## config.mk

```make
export PLATFORM = sky130hd
export DESIGN_NAME = lp2_cmd_fsm
export DESIGN_NICKNAME = d
export VERILOG_FILES = /design/src/lp2_pkg.sv /design/src/lp2_ca_capture.sv /design/src/lp2_cmd_fsm.sv
export VERILOG_INCLUDE_DIRS = /design/src
export SDC_FILE = /design/constraint.sdc
export NUM_CORES = 1
export LEC_CHECK = 0
export BUFFER_PORTS_ARGS = -buffer_cell sky130_fd_sc_hd__buf_4
export CORE_MARGIN = 2
export CORE_UTILIZATION = 35
export CTS_BUF_LIST = sky130_fd_sc_hd__clkbuf_4 sky130_fd_sc_hd__clkbuf_8 sky130_fd_sc_hd__clkbuf_16
export DETAILED_ROUTE_END_ITERATION = 7
export PLACE_DENSITY = 0.54
export SLEW_MARGIN = 20
export SYNTH_ARGS = -nofsm -noshare
export SYNTH_HDL_FRONTEND = slang
export SYNTH_HIERARCHICAL = 1
export SYNTH_SLANG_ARGS = --single-unit
```

## constraint.sdc

```tcl
create_clock -name clk -period 4.65 [get_ports clk]
set_input_delay 1.1625 -clock clk [delete_from_list [all_inputs] [get_ports clk]]
set_output_delay 1.1625 -clock clk [all_outputs]
set_load 0.1 [all_outputs]
```

## src/lp2_params.svh

```systemverilog
// Constants of the command and power state block: field positions, timing figures, counts
`ifndef LP2_PARAMS_SVH
`define LP2_PARAMS_SVH

// Core clock period in ns
`define LP2_CLK_PERIOD_NS 8

// Least time in ns to whole clock cycles, rounded up
`define LP2_NS_TO_CYC(ns) (((ns) + `LP2_CLK_PERIOD_NS - 1) / `LP2_CLK_PERIOD_NS)

// Busy times of the timed bank states and the final init wait, in ns
`define LP2_T_RP_NS 24
`define LP2_T_RFCPB_NS 96
`define LP2_T_RFCAB_NS 184
`define LP2_T_MRW_NS 40
`define LP2_T_MRR_NS 16
`define LP2_T_INIT5_NS 1000

// Data burst length in core clock cycles
`define LP2_BURST_CYC 2

// Bank count of the full configuration
`define LP2_NUM_BANKS 8

// Mode register address that turns a register write into RESET
`define LP2_MA_RESET 8'h3f

// Field positions in the rising half of the command/address bits
`define LP2_BA_LSB 7
`define LP2_AB_BIT 4

// Field positions in the falling half of the command/address bits
`define LP2_AP_BIT 0

`endif

```

## src/lp2_pkg.sv

```systemverilog
// Types shared by the command capture and the command/power state machine
`default_nettype none

package lp2_pkg;

  // Global power state, one-hot
  typedef enum logic [7:0] {
    PW_POWERON   = 8'h01,
    PW_RESETTING = 8'h02,
    PW_NORMAL    = 8'h04,
    PW_APD       = 8'h08,
    PW_IPD       = 8'h10,
    PW_RPD       = 8'h20,
    PW_SREF      = 8'h40,
    PW_DPD       = 8'h80
  } lp2_pw_t;

  // Per-bank state, one-hot
  typedef enum logic [8:0] {
    BK_IDLE = 9'h001,
    BK_ACT  = 9'h002,
    BK_RD   = 9'h004,
    BK_WR   = 9'h008,
    BK_PRE  = 9'h010,
    BK_REF  = 9'h020,
    BK_MRW  = 9'h040,
    BK_MRRI = 9'h080,
    BK_MRRA = 9'h100
  } lp2_bank_t;

  // Decoded command codes
  typedef enum logic [3:0] {
    CMD_NONE  = 4'h0,
    CMD_NOP   = 4'h1,
    CMD_MRW   = 4'h2,
    CMD_MRR   = 4'h3,
    CMD_REFPB = 4'h4,
    CMD_REFAB = 4'h5,
    CMD_ACT   = 4'h6,
    CMD_WR    = 4'h7,
    CMD_RD    = 4'h8,
    CMD_PRE   = 4'h9,
    CMD_BST   = 4'ha,
    CMD_RESET = 4'hb,
    CMD_SREF  = 4'hc,
    CMD_DPD   = 4'hd,
    CMD_PDE   = 4'he,
    CMD_EXIT  = 4'hf
  } lp2_cmd_t;

  // One command frame as captured on the pins
  typedef struct packed {
    logic       cke_prev;
    logic       cke_cur;
    logic       cs_n;
    logic [9:0] ca_rise;
    logic [9:0] ca_fall;
  } lp2_frame_t;

  // Decoded command with its fields
  typedef struct packed {
    logic       valid;
    lp2_cmd_t   code;
    logic [2:0] bank;
    logic       ap;
    logic       ab;
    logic [14:0] row;
    logic [11:0] col;
    logic [7:0] ma;
    logic [7:0] op;
  } lp2_cmd_info_t;

endpackage : lp2_pkg

`default_nettype wire
```

## src/lp2_ca_capture.sv

```systemverilog
// Pin capture of one command frame: both halves of the command/address bits, chip select and CKE
`timescale 1ns/1ps
`default_nettype none

module lp2_ca_capture
  import lp2_pkg::*;
(
  input  wire logic       clk,
  input  wire logic       sys_rst,
  input  wire logic       cke,
  input  wire logic       cs_n,
  input  wire logic [9:0] ca,
  output lp2_frame_t      frame
);

  logic       cke_cur_r;   // CKE at the latest rising edge
  logic       cke_prev_r;  // CKE at the rising edge before
  logic       cs_n_r;      // Chip select at the latest rising edge
  logic [9:0] ca_rise_r;   // First half of the command
  logic [9:0] ca_fall_r;   // Second half of the command

  // Rising edge: select, CKE and the first half only
  always_ff @(posedge clk) begin
    if (sys_rst) begin
      cke_cur_r  <= 1'b0;
      cke_prev_r <= 1'b0;
      cs_n_r     <= 1'b1;
      ca_rise_r  <= 10'h000;
    end else begin
      cke_cur_r  <= cke;
      cke_prev_r <= cke_cur_r;
      cs_n_r     <= cs_n;
      ca_rise_r  <= ca;
    end
  end

  // Falling edge: second half; select and CKE are never looked at here
  always_ff @(negedge clk) begin
    if (sys_rst) begin
      ca_fall_r <= 10'h000;
    end else begin
      ca_fall_r <= ca;
    end
  end

  // Frame is complete from the falling edge until the next rising edge
  assign frame = '{cke_prev: cke_prev_r, cke_cur: cke_cur_r, cs_n: cs_n_r,
                   ca_rise: ca_rise_r, ca_fall: ca_fall_r};

endmodule : lp2_ca_capture

`default_nettype wire

```

## src/lp2_cmd_fsm.sv

```systemverilog
// Command decoder, per-bank state machines and global power state of the memory die
`timescale 1ns/1ps
`default_nettype none

`include "lp2_params.svh"

module lp2_cmd_fsm
  import lp2_pkg::*;
#(
  parameter int NUM_BANKS  = `LP2_NUM_BANKS,
  parameter int TRP_CYC    = `LP2_NS_TO_CYC(`LP2_T_RP_NS),
  parameter int TRFCPB_CYC = `LP2_NS_TO_CYC(`LP2_T_RFCPB_NS),
  parameter int TRFCAB_CYC = `LP2_NS_TO_CYC(`LP2_T_RFCAB_NS),
  parameter int TMRW_CYC   = `LP2_NS_TO_CYC(`LP2_T_MRW_NS),
  parameter int TMRR_CYC   = `LP2_NS_TO_CYC(`LP2_T_MRR_NS),
  parameter int TINIT5_CYC = `LP2_NS_TO_CYC(`LP2_T_INIT5_NS),
  parameter int BURST_CYC  = `LP2_BURST_CYC
) (
  input  wire logic                        clk,
  input  wire logic                        sys_rst,
  input  wire logic                        cke,
  input  wire logic                        cs_n,
  input  wire logic [9:0]                  ca,
  output lp2_pw_t                          pw_state,
  output lp2_bank_t [NUM_BANKS-1:0]        bank_state,
  output lp2_cmd_info_t                    cmd_evt,
  output logic                             all_idle,
  output logic                             init_done
);

  lp2_frame_t    fr;              // Captured frame
  lp2_cmd_info_t dec;             // Decoded command of that frame
  logic [3:0]    pat;             // CA0..CA3 in table order
  lp2_pw_t       pw_state_r;      // Global power state
  lp2_cmd_info_t cmd_evt_r;       // Registered command report
  logic          all_idle_r;      // Registered all-idle flag
  logic          init_done_r;     // Final init wait has run out
  logic [15:0]   init_cnt_r;      // Final init wait counter
  logic          cke_s1_r;        // Clockless exit path, first stage
  logic          cke_s2_r;        // Clockless exit path, second stage
  logic [2:0]    last_rw_bank_r;  // Bank of the latest burst
  logic          all_idle_c;      // Every bank idle now
  logic          go_c;            // A bank command may act
  logic          bank_clr_c;      // Banks held idle during init

  // Pin capture; the falling half comes in by its own edge
  lp2_ca_capture u_capture (
    .clk     (clk),
    .sys_rst (sys_rst),
    .cke     (cke),
    .cs_n    (cs_n),
    .ca      (ca),
    .frame   (fr)
  );

  assign pat = {fr.ca_rise[0], fr.ca_rise[1], fr.ca_rise[2], fr.ca_rise[3]};

  // Field extraction and command decode from CKE pair, select, CA0-CA3
  always_comb begin
    dec       = '0;
    dec.code  = CMD_NONE;
    dec.bank  = fr.ca_rise[9:`LP2_BA_LSB];
    dec.ap    = fr.ca_fall[`LP2_AP_BIT];
    dec.ab    = fr.ca_rise[`LP2_AB_BIT];
    dec.row   = {fr.ca_fall[9:8], fr.ca_rise[6:2], fr.ca_fall[7:0]};
    dec.col   = {fr.ca_fall[9:1], fr.ca_rise[6:5], 1'b0};
    dec.ma    = {fr.ca_fall[1:0], fr.ca_rise[9:4]};
    dec.op    = fr.ca_fall[9:2];
    if (fr.cke_prev && fr.cke_cur) begin
      if (fr.cs_n) begin
        dec.code = CMD_NOP;
      end else begin
        unique casez (pat)
          4'b0000: dec.code = (dec.ma == `LP2_MA_RESET) ? CMD_RESET : CMD_MRW;
          4'b0001: dec.code = CMD_MRR;
          4'b0010: dec.code = CMD_REFPB;
          4'b0011: dec.code = CMD_REFAB;
          4'b01??: dec.code = CMD_ACT;
          4'b100?: dec.code = CMD_WR;
          4'b101?: dec.code = CMD_RD;
          4'b1100: dec.code = CMD_BST;
          4'b1101: dec.code = CMD_PRE;
          4'b111?: dec.code = CMD_NOP;
        endcase
      end
    end else if (fr.cke_prev && !fr.cke_cur) begin
      // CKE falling: power-down, self refresh or deep power-down entry
      if (fr.cs_n) begin
        dec.code = CMD_PDE;
      end else if (pat[3:1] == 3'b001) begin
        dec.code = CMD_SREF;
      end else if (pat[3:1] == 3'b110) begin
        dec.code = CMD_DPD;
      end
    end else if (!fr.cke_prev && fr.cke_cur && fr.cs_n) begin
      dec.code = CMD_EXIT;
    end
    dec.valid = (dec.code != CMD_NONE);
  end

  // Bank commands act only in normal operation; NOP has no branch below
  assign go_c       = (pw_state_r == PW_NORMAL) && dec.valid;
  assign bank_clr_c = (pw_state_r == PW_POWERON) || (pw_state_r == PW_RESETTING);

  // All-idle reduction over the bank states
  always_comb begin
    all_idle_c = 1'b1;
    for (int i = 0; i < NUM_BANKS; i++) begin
      if (bank_state[i] != BK_IDLE) begin
        all_idle_c = 1'b0;
      end
    end
  end

  // Clockless exit path: CKE resynchronised, first stage read by second only
  always_ff @(posedge clk) begin
    if (sys_rst) begin
      cke_s1_r <= 1'b0;
      cke_s2_r <= 1'b0;
    end else begin
      cke_s1_r <= cke;
      cke_s2_r <= cke_s1_r;
    end
  end

  // Global power state; low-power states hold by default
  always_ff @(posedge clk) begin
    if (sys_rst) begin
      pw_state_r <= PW_POWERON;
    end else begin
      unique case (pw_state_r)
        PW_POWERON: begin
          if (dec.code == CMD_RESET) begin
            pw_state_r <= PW_RESETTING;
          end
        end
        PW_RESETTING: begin
          if (dec.code == CMD_PDE) begin
            pw_state_r <= PW_RPD;
          end else if (init_done_r) begin
            pw_state_r <= PW_NORMAL;
          end
        end
        PW_NORMAL: begin
          if (dec.code == CMD_PDE) begin
            pw_state_r <= all_idle_c ? PW_IPD : PW_APD;
          end else if (dec.code == CMD_SREF && all_idle_c) begin
            pw_state_r <= PW_SREF;
          end else if (dec.code == CMD_DPD && all_idle_c) begin
            pw_state_r <= PW_DPD;
          end else if (dec.code == CMD_RESET && all_idle_c) begin
            pw_state_r <= PW_RESETTING;
          end
        end
        // Exits need CKE rising with select high; low-low holds
        PW_APD, PW_IPD: begin
          if (dec.code == CMD_EXIT) begin
            pw_state_r <= PW_NORMAL;
          end
        end
        PW_RPD: begin
          if (dec.code == CMD_EXIT) begin
            pw_state_r <= init_done_r ? PW_NORMAL : PW_RESETTING;
          end
        end
        // Clockless exits: the level path, not the framed command
        PW_SREF: begin
          if (cke_s2_r) begin
            pw_state_r <= PW_NORMAL;
          end
        end
        PW_DPD: begin
          if (cke_s2_r) begin
            pw_state_r <= PW_POWERON;
          end
        end
      endcase
    end
  end

  // Final init wait; keeps running through resetting power-down
  always_ff @(posedge clk) begin
    if (sys_rst) begin
      init_cnt_r  <= 16'h0000;
      init_done_r <= 1'b0;
    end else if (dec.code == CMD_RESET && (pw_state_r == PW_POWERON ||
                 (pw_state_r == PW_NORMAL && all_idle_c))) begin
      init_cnt_r  <= 16'(TINIT5_CYC);
      init_done_r <= 1'b0;
    end else if (pw_state_r == PW_DPD) begin
      // Deep power-down loses everything; full init again
      init_done_r <= 1'b0;
    end else if (init_cnt_r != 16'h0000) begin
      init_cnt_r  <= init_cnt_r - 16'h0001;
      init_done_r <= (init_cnt_r == 16'h0001);
    end
  end

  // Bank of the most recent burst, for burst terminate
  always_ff @(posedge clk) begin
    if (sys_rst) begin
      last_rw_bank_r <= 3'h0;
    end else if (go_c && (dec.code == CMD_RD || dec.code == CMD_WR)) begin
      last_rw_bank_r <= dec.bank;
    end
  end

  // Registered command report and all-idle flag
  always_ff @(posedge clk) begin
    if (sys_rst) begin
      cmd_evt_r  <= '0;
      all_idle_r <= 1'b1;
    end else begin
      cmd_evt_r  <= dec;
      all_idle_r <= all_idle_c;
    end
  end

  // Per-bank state machines; illegal commands for a state are ignored
  for (genvar b = 0; b < NUM_BANKS; b++) begin : g_bank
    lp2_bank_t st_r;   // Bank state
    logic [7:0] tmr_r; // Cycles left in a timed state
    logic       ap_r;  // Running burst closes with precharge
    logic       sel_c; // Command addresses this bank

    assign sel_c         = (dec.bank == 3'(b));
    assign bank_state[b] = st_r;

    always_ff @(posedge clk) begin
      if (sys_rst || bank_clr_c) begin
        st_r  <= BK_IDLE;
        tmr_r <= 8'h00;
        ap_r  <= 1'b0;
      end else begin
        tmr_r <= (tmr_r != 8'h00) ? tmr_r - 8'h01 : 8'h00;
        unique case (st_r)
          BK_IDLE: begin
            if (go_c && dec.code == CMD_ACT && sel_c) begin
              st_r <= BK_ACT;
            end else if (go_c && dec.code == CMD_REFPB && sel_c && NUM_BANKS == 8) begin
              st_r  <= BK_REF;
              tmr_r <= 8'(TRFCPB_CYC);
            end else if (go_c && dec.code == CMD_REFAB) begin
              st_r  <= BK_REF;
              tmr_r <= 8'(TRFCAB_CYC);
            end else if (go_c && dec.code == CMD_MRW) begin
              st_r  <= BK_MRW;
              tmr_r <= 8'(TMRW_CYC);
            end else if (go_c && dec.code == CMD_MRR) begin
              st_r  <= BK_MRRI;
              tmr_r <= 8'(TMRR_CYC);
            end else if (go_c && dec.code == CMD_PRE && (sel_c || dec.ab)) begin
              st_r  <= BK_PRE;
              tmr_r <= 8'(TRP_CYC);
            end
          end
          BK_ACT: begin
            if (go_c && (dec.code == CMD_RD || dec.code == CMD_WR) && sel_c) begin
              st_r  <= (dec.code == CMD_RD) ? BK_RD : BK_WR;
              ap_r  <= dec.ap;
              tmr_r <= 8'(BURST_CYC);
            end else if (go_c && dec.code == CMD_MRR) begin
              st_r  <= BK_MRRA;
              tmr_r <= 8'(TMRR_CYC);
            end else if (go_c && dec.code == CMD_PRE && (sel_c || dec.ab)) begin
              st_r  <= BK_PRE;
              tmr_r <= 8'(TRP_CYC);
            end
          end
          BK_RD, BK_WR: begin
            if (go_c && dec.code == CMD_BST && last_rw_bank_r == 3'(b)) begin
              st_r  <= BK_ACT;
              tmr_r <= 8'h00;
            end else if (go_c && (dec.code == CMD_RD || dec.code == CMD_WR) && sel_c) begin
              st_r  <= (dec.code == CMD_RD) ? BK_RD : BK_WR;
              ap_r  <= dec.ap;
              tmr_r <= 8'(BURST_CYC);
            end else if (tmr_r == 8'h01) begin
              // Burst done; auto precharge closes the row
              st_r  <= ap_r ? BK_PRE : BK_ACT;
              tmr_r <= ap_r ? 8'(TRP_CYC) : 8'h00;
            end
          end
          BK_PRE, BK_REF, BK_MRW, BK_MRRI: begin
            if (tmr_r == 8'h01) begin
              st_r <= BK_IDLE;
            end
          end
          BK_MRRA: begin
            if (tmr_r == 8'h01) begin
              st_r <= BK_ACT;
            end
          end
        endcase
      end
    end

  end

  // Outputs from flip-flops
  assign pw_state  = pw_state_r;
  assign cmd_evt   = cmd_evt_r;
  assign all_idle  = all_idle_r;
  assign init_done = init_done_r;
endmodule : lp2_cmd_fsm

`default_nettype wire

```

==> reports/metrics.cfg, run 1 <==
[status]
outcome=finished with violations
violations=setup timing

[setup_path]
critPathMostFrequentCell=buf_6
critical_path.slowest_cell=o41a_4
worstPathArrival_ps=5430
path_cells=buf_6, o41a_4, buf_6, nor3_4, buf_6, nand2_8, buf_6, a211oi_4, buf_4, buf_6, o22ai_2, a32oi_2, a21oi_1
worstSetupStartpointType=register
timing_worst_setup_path_type=register to register
crit_buf_inv=6
worstRegToRegCells=13
r2r-end=g_bank[3].st_r[4]
crit_fanout=5
critical-path-top-delay-family=compound AO/OA/AOI/OAI gates
r2r_start=u_capture/ca_fall_r[0]
crit_path_end_kind=register
cp_slowest_stage_delay_ps=400
required_ps=5080
rrSetupSlack_ps=-350

[placement]
dpl.hpwl_um=44190
port_buffers=147
placed_cells=2760
gp_congestion=0.9312
pre_cts_ws_ps=-564.3

[synthesis]
ys.flop_type=dfxtp_1
async_flop_share_pct=0
syn_nets=1984
yosysTopAreaCell=dfxtp_1
synth_compound_area_share_pct=27.15
synth_top_family_by_area=simple AND/OR/NAND/NOR gates
ys_ff_latch=221
synth_fa_ha_area_share_pct=2.192
synthMuxAreaShare_pct=0.9526
synth_top_area_share_pct=29.81
synth_xor_area_share_pct=4.839
yosysWarnings=6
synth_cells=1944
synth-simple-area-share_pct=29.46
ys_seq_area_share_pct=29.81
synth.distinct_cells=107
synth-edff-count=0
syn_avg_cell_area_um2=7.635
synth.cell_area_um2=14840
synth.area.top_cells=dfxtp_1 (30%), nor2_1 (5.4%), o21ai_0 (5.0%), nor3_1 (4.1%), nand2_1 (3.8%)

[routing]
firstDrtPassIters=6
viasPerCell=5.930
drc=0
wl_met1_um=26910
wl_met2_um=29210
highest_layer=met4
vias=17386
wl_met3_um=4231
drt_iter0_drc=1533
drtAntennaViolNets=0
drt-total-wl_um=62770
wire_per_inst_um=21.41

[pwr]
vdd_drop_max_uv=207.6
finalPower_uw=5115
powerDensity_nw_per_um2=225.8
power.leakage_uw=0.008615

[floorplan]
ios=149
initial_core_util_pct=35.38
core_um2=41950
dieWidth_um=209.9
die_height_um=209.9
fp-row-count=75
die_area_um2=44070

[clock_network]
cts_buffers=26
clk_latency_ps=590
cts.sinks=221
htreeDepth=1
tritoncts=yes
clock_path_buffers=3
cts-root-buf=clkbuf_16
clk_pin_slew_ps=60

[finish]
drive_gt1_share_pct=38.91
final_cell_mix=buf_4 (365), dfxtp_1 (219), nor2_1 (179)
syn_to_final_growth_pct=52.62
mostFrequentLayoutCell=buf_4
final_cells=2932
antennaDiodeCount=0
nNetsFinal=2418

[grt]
antenna_found_initial=0
grt_first_pass_wirelength_um=95610
grt_pass1_vias=16640
grt-ovfl-total=0
grt_util_all_layers_pct=27.12
grt_max_degree=41

[timing]
finalSetupTns_ps=-31860
tightest_slew_ps=1061
slew_headroom_pct=28.61
setup_violations=151
report.final.slew_viol_count=0
finalHoldViolations=0
finClkSkew_ps=52.27
final.setup.worst_slack_ps=-349.7
rsz0062_at_grt=true

[worst_hold_path]
holdPathStages=1
hold_end=cke_s2_r
hold_path_class=register to register
min_from=cke_s1_r

[flow_run]
maxCapViolCount=0

report_power, final:
| part | total (uW) | internal (uW) | switching [uW] |
|---|---|---|---|
| Combinational | 1010 | 327 | 680 |
| Clock | 2060 | 1210 | 855 |
| Sequential | 2040 | 1970 | 74.5 |
| Total | 5110 | 3510 | 1610 |
how the worst max path moves through the flow:
stage / end / from / cells after the start / slack, ps
floorplan: g_bank[2].st_r[0] / u_capture/ca_fall_r[0] / 9 / -50
global placement: g_bank[5].st_r[0] / u_capture/ca_fall_r[1] / 9 / -550
detailed placement: g_bank[5].st_r[0] / u_capture/ca_fall_r[1] / 9 / -560
CTS: g_bank[1].st_r[1] / u_capture/ca_fall_r[1] / 8 / -330
global route: g_bank[1].tmr_r[6] / u_capture/ca_fall_r[0] / 14 / -440
finish: g_bank[3].st_r[4] / u_capture/ca_fall_r[0] / 13 / -350
area by class of cell:
cell class	count	area, um^2
fillers	3831	19290
inverters	36	135.1
well taps	539	674.4
clock buffers	35	765.7
flip-flops and latches	221	4432
clock inverters	18	103.9
multi-input cells	1552	11780
repair buffers	531	4758
per-layer routing:
layer / up-vias / GRT usage, %
li1: 8109 / -
met1: 8366 / 35.96
met2: 737 / 45.11
met3: 174 / 3.427
met4: 0 / 10.08
met5: - / 0
worst register-to-register path: stages (launching register included):
cell	delay, ps
dfxtp_4	350
buf_6	110
o41a_4	400
buf_6	140
nor3_4	160
buf_6	150
nand2_8	80
buf_6	130
a211oi_4	230
buf_4	160
buf_6	130
o22ai_2	100
a32oi_2	280
a21oi_1	90
sequential cells by signal, summed over array words and instances, names as in the netlist, 3 cells and up:
signal	count
u_capture/ca_fall_r	10
g_bank.ap_r	8
init_cnt_r	16
u_capture/ca_rise_r	10
last_rw_bank_r	3
cmd_evt	23
g_bank.tmr_r	64
pw_state	8
g_bank.st_r	72
per-stage QoR:
stage	hold WS [ps]	cell area, um^2	util [%]
2_1_floorplan	413.8	14890	-
4_1_cts	436.4	21420	51.08
3_3_place_gp	424.7	18060	43.05
5_1_grt	456.7	22650	54.00
3_5_place_dp	421.8	18070	43.07
6_report	435.0	22650	54.00
logic make-up after synthesis:
kind of cell / Yosys count
DFF: 221
and+or+nand+nor: 840
adders and majority gates: 26
muxes: 14
other: 1
xor gates and xnor gates: 82
AOI/OAI and AO/OA: 589
buffers and inverters: 171
synth_stat cells, types with 20 or more instances:
cell / n
nand4_1: 23
o22ai_1: 20
buf_2: 26
nand2b_1: 21
nor2b_1: 48
dfxtp_1: 221
buf_4: 35
nand3_1: 55
nor2_1: 212
nand2_1: 150
a21oi_1: 106
a31oi_1: 33
inv_1: 37
ha_1: 26
o31ai_1: 26
or3_1: 21
o21ai_0: 148
xor2_1: 34
nor4b_1: 21
nor3_1: 123
clkbuf_1: 61
nor4_1: 53
o211ai_1: 22
xnor2_1: 48
a211oi_1: 33
what timing repair did:
action | 4_1_cts | 5_1_grt
gates resized for setup | 444 | 199
setup buffers | 90 | 51
gates cloned | 2 | 0
hold buffers | 0 | 0
pin swaps | 173 | 139
setup endpoints to repair | 159 | 166
Power figures use the tool's default switching activity.
==> run 2, diff against run 1 <==
CORE_UTILIZATION = 38   (was 35)
PLACE_DENSITY = 0.57   (was 0.54)
==> run 2 against run 1 <==
Net effect: the run still ends with setup timing left; sequential share of layout area rose by 0.47 points; combinational power fell by 4%; clock-buffer cell count rose by 1.
==> reports/metrics.cfg, run 2 (synthesis results as in run 1) <==
[finish]
nNetsFinal=2380
top_register=g_bank.st_r
syn_to_final_growth_pct=49.01
largest_reg_flops=72
final_cell_mix=buf_4 (373), dfxtp_1 (219), nor2_1 (179)
drive_gt1_share_pct=37.34
mostFrequentLayoutCell=buf_4
antennaDiodeCount=0
final_cells=2875
stdcell_area_um2=22120

[setup_path]
crit_path_end_kind=register
worstSetupStartpointType=register
required_ps=5120
r2r-end=g_bank[7].st_r[8]
timing_worst_setup_path_type=register to register
rrSetupSlack_ps=-340
r2r_start=u_capture/ca_fall_r[1]
crit_end=g_bank[7].st_r[8]
worstPathArrival_ps=5460
startpoint=u_capture/ca_fall_r[1]
worstRegToRegCells=11
crit_fanout=6

[routing]
wire_per_inst_um=21.24
drt-total-wl_um=61060
drt_iter0_drc=1526
viasPerCell=6.065
vias=17438
drtAntennaViolNets=0
drc=0
firstDrtPassIters=6

[pwr]
vdd_drop_max_uv=244.2
power.leakage_uw=0.008465
powerDensity_nw_per_um2=237.2

[timing]
hold_slack_ps=427.9
finClkSkew_ps=57.90
setup_violations=144
report.final.slew_viol_count=0
rsz0062_at_grt=true
tightest_slew_ps=1025
finalHoldViolations=0
final.setup.worst_slack_ps=-340.7
slew_headroom_pct=31.65

[clock_network]
cts_buffers=27
hold_buffers=0
cts.sinks=221
htreeDepth=1
tritoncts=yes
clk_pin_slew_ps=60
cts-root-buf=clkbuf_16
clk_latency_ps=600
clock_path_buffers=3

[placement]
placed_cells=2724
port_buffers=147
place_area_um2=17970
dpl.hpwl_um=43460
pre_cts_ws_ps=-431.0
gp_congestion=0.9675

[grt]
grt_first_pass_wirelength_um=91980
grt-ovfl-total=0
use_met1_pct=37.00
gr-max-usage-layer=met2
antenna_found_initial=0
grt_max_degree=46
grt_util_all_layers_pct=27.97
use_met3_pct=5.701
use_met2_pct=45.39
grt_pass1_vias=16328

[floorplan]
ios=149
fp-row-count=72
die_area_um2=40650
die_height_um=201.6
initial_core_util_pct=38.49
core_um2=38560
dieWidth_um=201.6

[flow_run]
maxCapViolCount=0

[status]
violations=setup timing
outcome=finished with violations

[worst_hold_path]
hold_path_class=register to register

-- run 2: cell count changes in the layout (fill, tap and decap cells not counted), sizes merged --
| cell | previous run | this run |
|---|---|---|
| buf | 531 | 489 |
| bufinv | 1 | 3 |
| clkinv | 4 | 3 |
| nor2 | 215 | 216 |
| clkbuf | 35 | 38 |
| inv | 46 | 47 |
-- run 2: repair_timing --
item | CTS | global route
resized for setup | 315 | 239
pin swaps | 127 | 156
cloned | 2 | 2
setup endpoints to repair | 172 | 167
setup buffers | 58 | 48
-- run 2: cell type report --
cell class,count,area [um^2]
repair buffers,491,4307
inverters,36,135.1
well taps,518,648.1
multi-input cells,1553,11650
flip-flops and latches,221,4432
clock buffers,36,784.5
clock inverters,20,162.7
fillers,3516,16440
-- run 2: through the flow --
step	TNS (ps)	utilization (%)	power (uW)
floorplan	-59.92	-	2760
global placement	-33230	46.60	2990
detailed placement	-36720	46.60	3001
CTS	-16310	53.62	5237
global route	-38820	57.36	5440
finish	-27250	57.36	5247
-- run 2: worst min path at each step --
| stage | slack (ps) | cells after the start | to | start |
|---|---|---|---|---|
| floorplan | 410 | 1 | cke_s2_r | cke_s1_r |
| global placement | 420 | 1 | cke_s2_r | cke_s1_r |
| detailed placement | 420 | 1 | cke_s2_r | cke_s1_r |
| CTS | 430 | 1 | cke_s2_r | cke_s1_r |
| global route | 450 | 1 | cke_s2_r | cke_s1_r |
| finish | 430 | 1 | cke_s2_r | cke_s1_r |
-- run 2: where the power goes --
part / leakage [uW] / total [uW] / switching [uW] / internal, uW
clock: 0.000503 / 2230 / 876 / 1350
sequential: 0.00179 / 2050 / 79.0 / 1970
combinational: 0.00617 / 973 / 655 / 318
total: 0.00847 / 5250 / 1610 / 3640
-- run 2: worst max-delay path: stages (launching register included) --
cell and delay, ps:
dfxtp_4 350, o41ai_4 370, buf_4 170, o21a_4 180, buf_4 150, nor4_4 50, o21a_4 330, buf_12 150
buf_8 130, o32a_1 280, o21a_1 190, nor3_1 160
-- run 2: layer usage --
metal | part of all wire (%) | vias to the layer above
met5 | 0 | -
met4 | 4.2 | 0
met3 | 8.3 | 202
met2 | 46 | 834
met1 | 42 | 8358
li1 | - | 8044
==> run 3, diff against run 2 <==
BUFFER_PORTS_ARGS = -buffer_cell sky130_fd_sc_hd__buf_2   (was -buffer_cell sky130_fd_sc_hd__buf_4)
==> run 3 against run 2 <==
Net effect: the flow still finishes with violations (setup timing); sequential power about the same; critical path type unchanged; first-iteration DRC count increased by 17%; via count increased by 1.6%; non-clock buffer count increased by 28; largest cell class unchanged; critical path depth increased by 1; total power increased by 2.6%; design area increased by 0.28%; combinational power increased by 1%.
==> reports/metrics.cfg, run 3 (synthesis results as in run 1) <==
[setup_path]
critical_path.slowest_cell=dfxtp_2
r2r_start=u_capture/ca_fall_r[0]
worstRegToRegCells=12
crit_path_end_kind=register
worstPathArrival_ps=5490
worstSetupStartpointType=register
rrSetupSlack_ps=-350
crit_fanout=7
critPathMostFrequentCell=buf_4
path_cells=buf_4, o41ai_4, buf_4, o21ai_4, buf_6, buf_4, nand4_1, nand3_2, buf_6, o21ai_4, nor3_2, nor3_2
r2r-end=g_bank[0].st_r[7]
cp_slowest_stage_delay_ps=320
timing_worst_setup_path_type=register to register
required_ps=5140

[placement]
gp_congestion=0.9823
pre_cts_ws_ps=-492.8
port_buffers=147
dpl.hpwl_um=43250

[routing]
firstDrtPassIters=6
drt-total-wl_um=61600
drt_iter0_drc=1779
viasPerCell=6.098
drc=0
wire_per_inst_um=21.20
drtAntennaViolNets=0
vias=17715

[timing]
final.setup.worst_slack_ps=-350.5
report.final.slew_viol_count=0
setup_violations=144
rsz0062_at_grt=true
tightest_slew_ps=1402
slew_headroom_pct=5.644
finClkSkew_ps=63.43
finalHoldViolations=0

[worst_hold_path]
holdPathStages=1
min_from=cke_s1_r
hold_path_class=register to register
hold_end=cke_s2_r

[pwr]
vdd_drop_max_uv=257.3
finalPower_uw=5384
power.leakage_uw=0.008573
powerDensity_nw_per_um2=242.8

[finish]
largest_reg_flops=72
drive_gt1_share_pct=38.63
fill_cells=3496
mostFrequentLayoutCell=buf_4
final_cell_mix=buf_4 (237), dfxtp_1 (219), nor2_1 (178)
top_register=g_bank.st_r
antennaDiodeCount=0
nNetsFinal=2408
seq_area_um2=4427
syn_to_final_growth_pct=49.43
multi_input_area_um2=11790

[clock_network]
tritoncts=yes
clock_path_buffers=3
clk_pin_slew_ps=60
cts.sinks=221
cts-root-buf=clkbuf_16
htreeDepth=1
clk_latency_ps=620
cts_buffers=28

[floorplan]
die_height_um=201.6
dieWidth_um=201.6
initial_core_util_pct=38.49
ios=149
fp-row-count=72
core_um2=38560
die_area_um2=40650

[grt]
antenna_found_initial=0
grt_max_degree=40
grt_util_all_layers_pct=28.30
grt-ovfl-total=0
grt_pass1_vias=16675
grt_first_pass_wirelength_um=93260

[flow_run]
maxCapViolCount=0

[status]
violations=setup timing
outcome=finished with violations

-- run 3: cell count changes in the layout (fill, tap and decap cells not counted), sizes merged --
cell      change
clkbuf        -4
inv           +3
clkinv        +4
bufinv        +1
clkinvlp      -2
buf          +29
nor2          -1
-- run 3: how the worst max path moves through the flow --
stage / from / end / slack (ps) / cells after the start
floorplan: u_capture/ca_fall_r[0] / g_bank[2].st_r[0] / -50 / 9
global placement: u_capture/ca_fall_r[0] / g_bank[2].st_r[1] / -430 / 9
detailed placement: u_capture/ca_fall_r[0] / g_bank[2].st_r[1] / -490 / 9
CTS: u_capture/ca_fall_r[1] / g_bank[6].tmr_r[5] / -280 / 12
global route: u_capture/ca_fall_r[1] / g_bank[6].ap_r / -410 / 11
finish: u_capture/ca_fall_r[0] / g_bank[0].st_r[7] / -350 / 12
-- run 3: what timing repair did --
action	CTS	global route
hold buffers	0	0
endpoints found under the setup margin	156	169
resized for setup	381	234
setup buffers	63	63
cloned	1	0
pin swaps	182	144
-- run 3: cell type report --
cell class	count	area share, %
multi-input combinational	1552	53.18
sequential	221	19.96
timing repair buffer	519	18.76
clock buffer	33	3.436
tap	518	2.922
clock inverter	26	1.134
inverter	36	0.6093
-- run 3: stage by stage --
| step | util (%) | hold WS, ps | cell area, um^2 | TNS [ps] | std cells |
|---|---|---|---|---|---|
| floorplan | - | 413.8 | 14890 | -59.92 | 1944 |
| global placement | 45.84 | 426.0 | 17670 | -29070 | 2737 |
| detailed placement | 45.84 | 427.8 | 17670 | -32430 | 2737 |
| CTS | 53.91 | 443.0 | 20780 | -19990 | 2854 |
| global route | 57.52 | 466.6 | 22180 | -40150 | 2905 |
| finish | 57.52 | 444.4 | 22180 | -31380 | 2905 |
-- run 3: critical path: cells and delay by family, from the launching register on --
kind | cells | cell delay, ps
buffers and inverters | 5 | 910
DFF | 1 | 320
AOI/OAI and AO/OA | 3 | 580
and+or+nand+nor | 4 | 700
-- run 3: metal layers --
metal	wire length [um]	global-route usage, %	share of wire (%)	vias to the layer above
li1	-	-	-	8108
met1	26110	38.55	42	8520
met2	27830	45.20	45	903
met3	5171	4.341	8.4	184
met4	2486	10.50	4.0	0
met5	0	0	0	-
-- run 3: where the power goes --
group | internal (uW) | leakage, uW | switching [uW]
clock | 1410 | 0.000535 | 944
sequential | 1970 | 0.00179 | 75.8
combinational | 307 | 0.00624 | 676
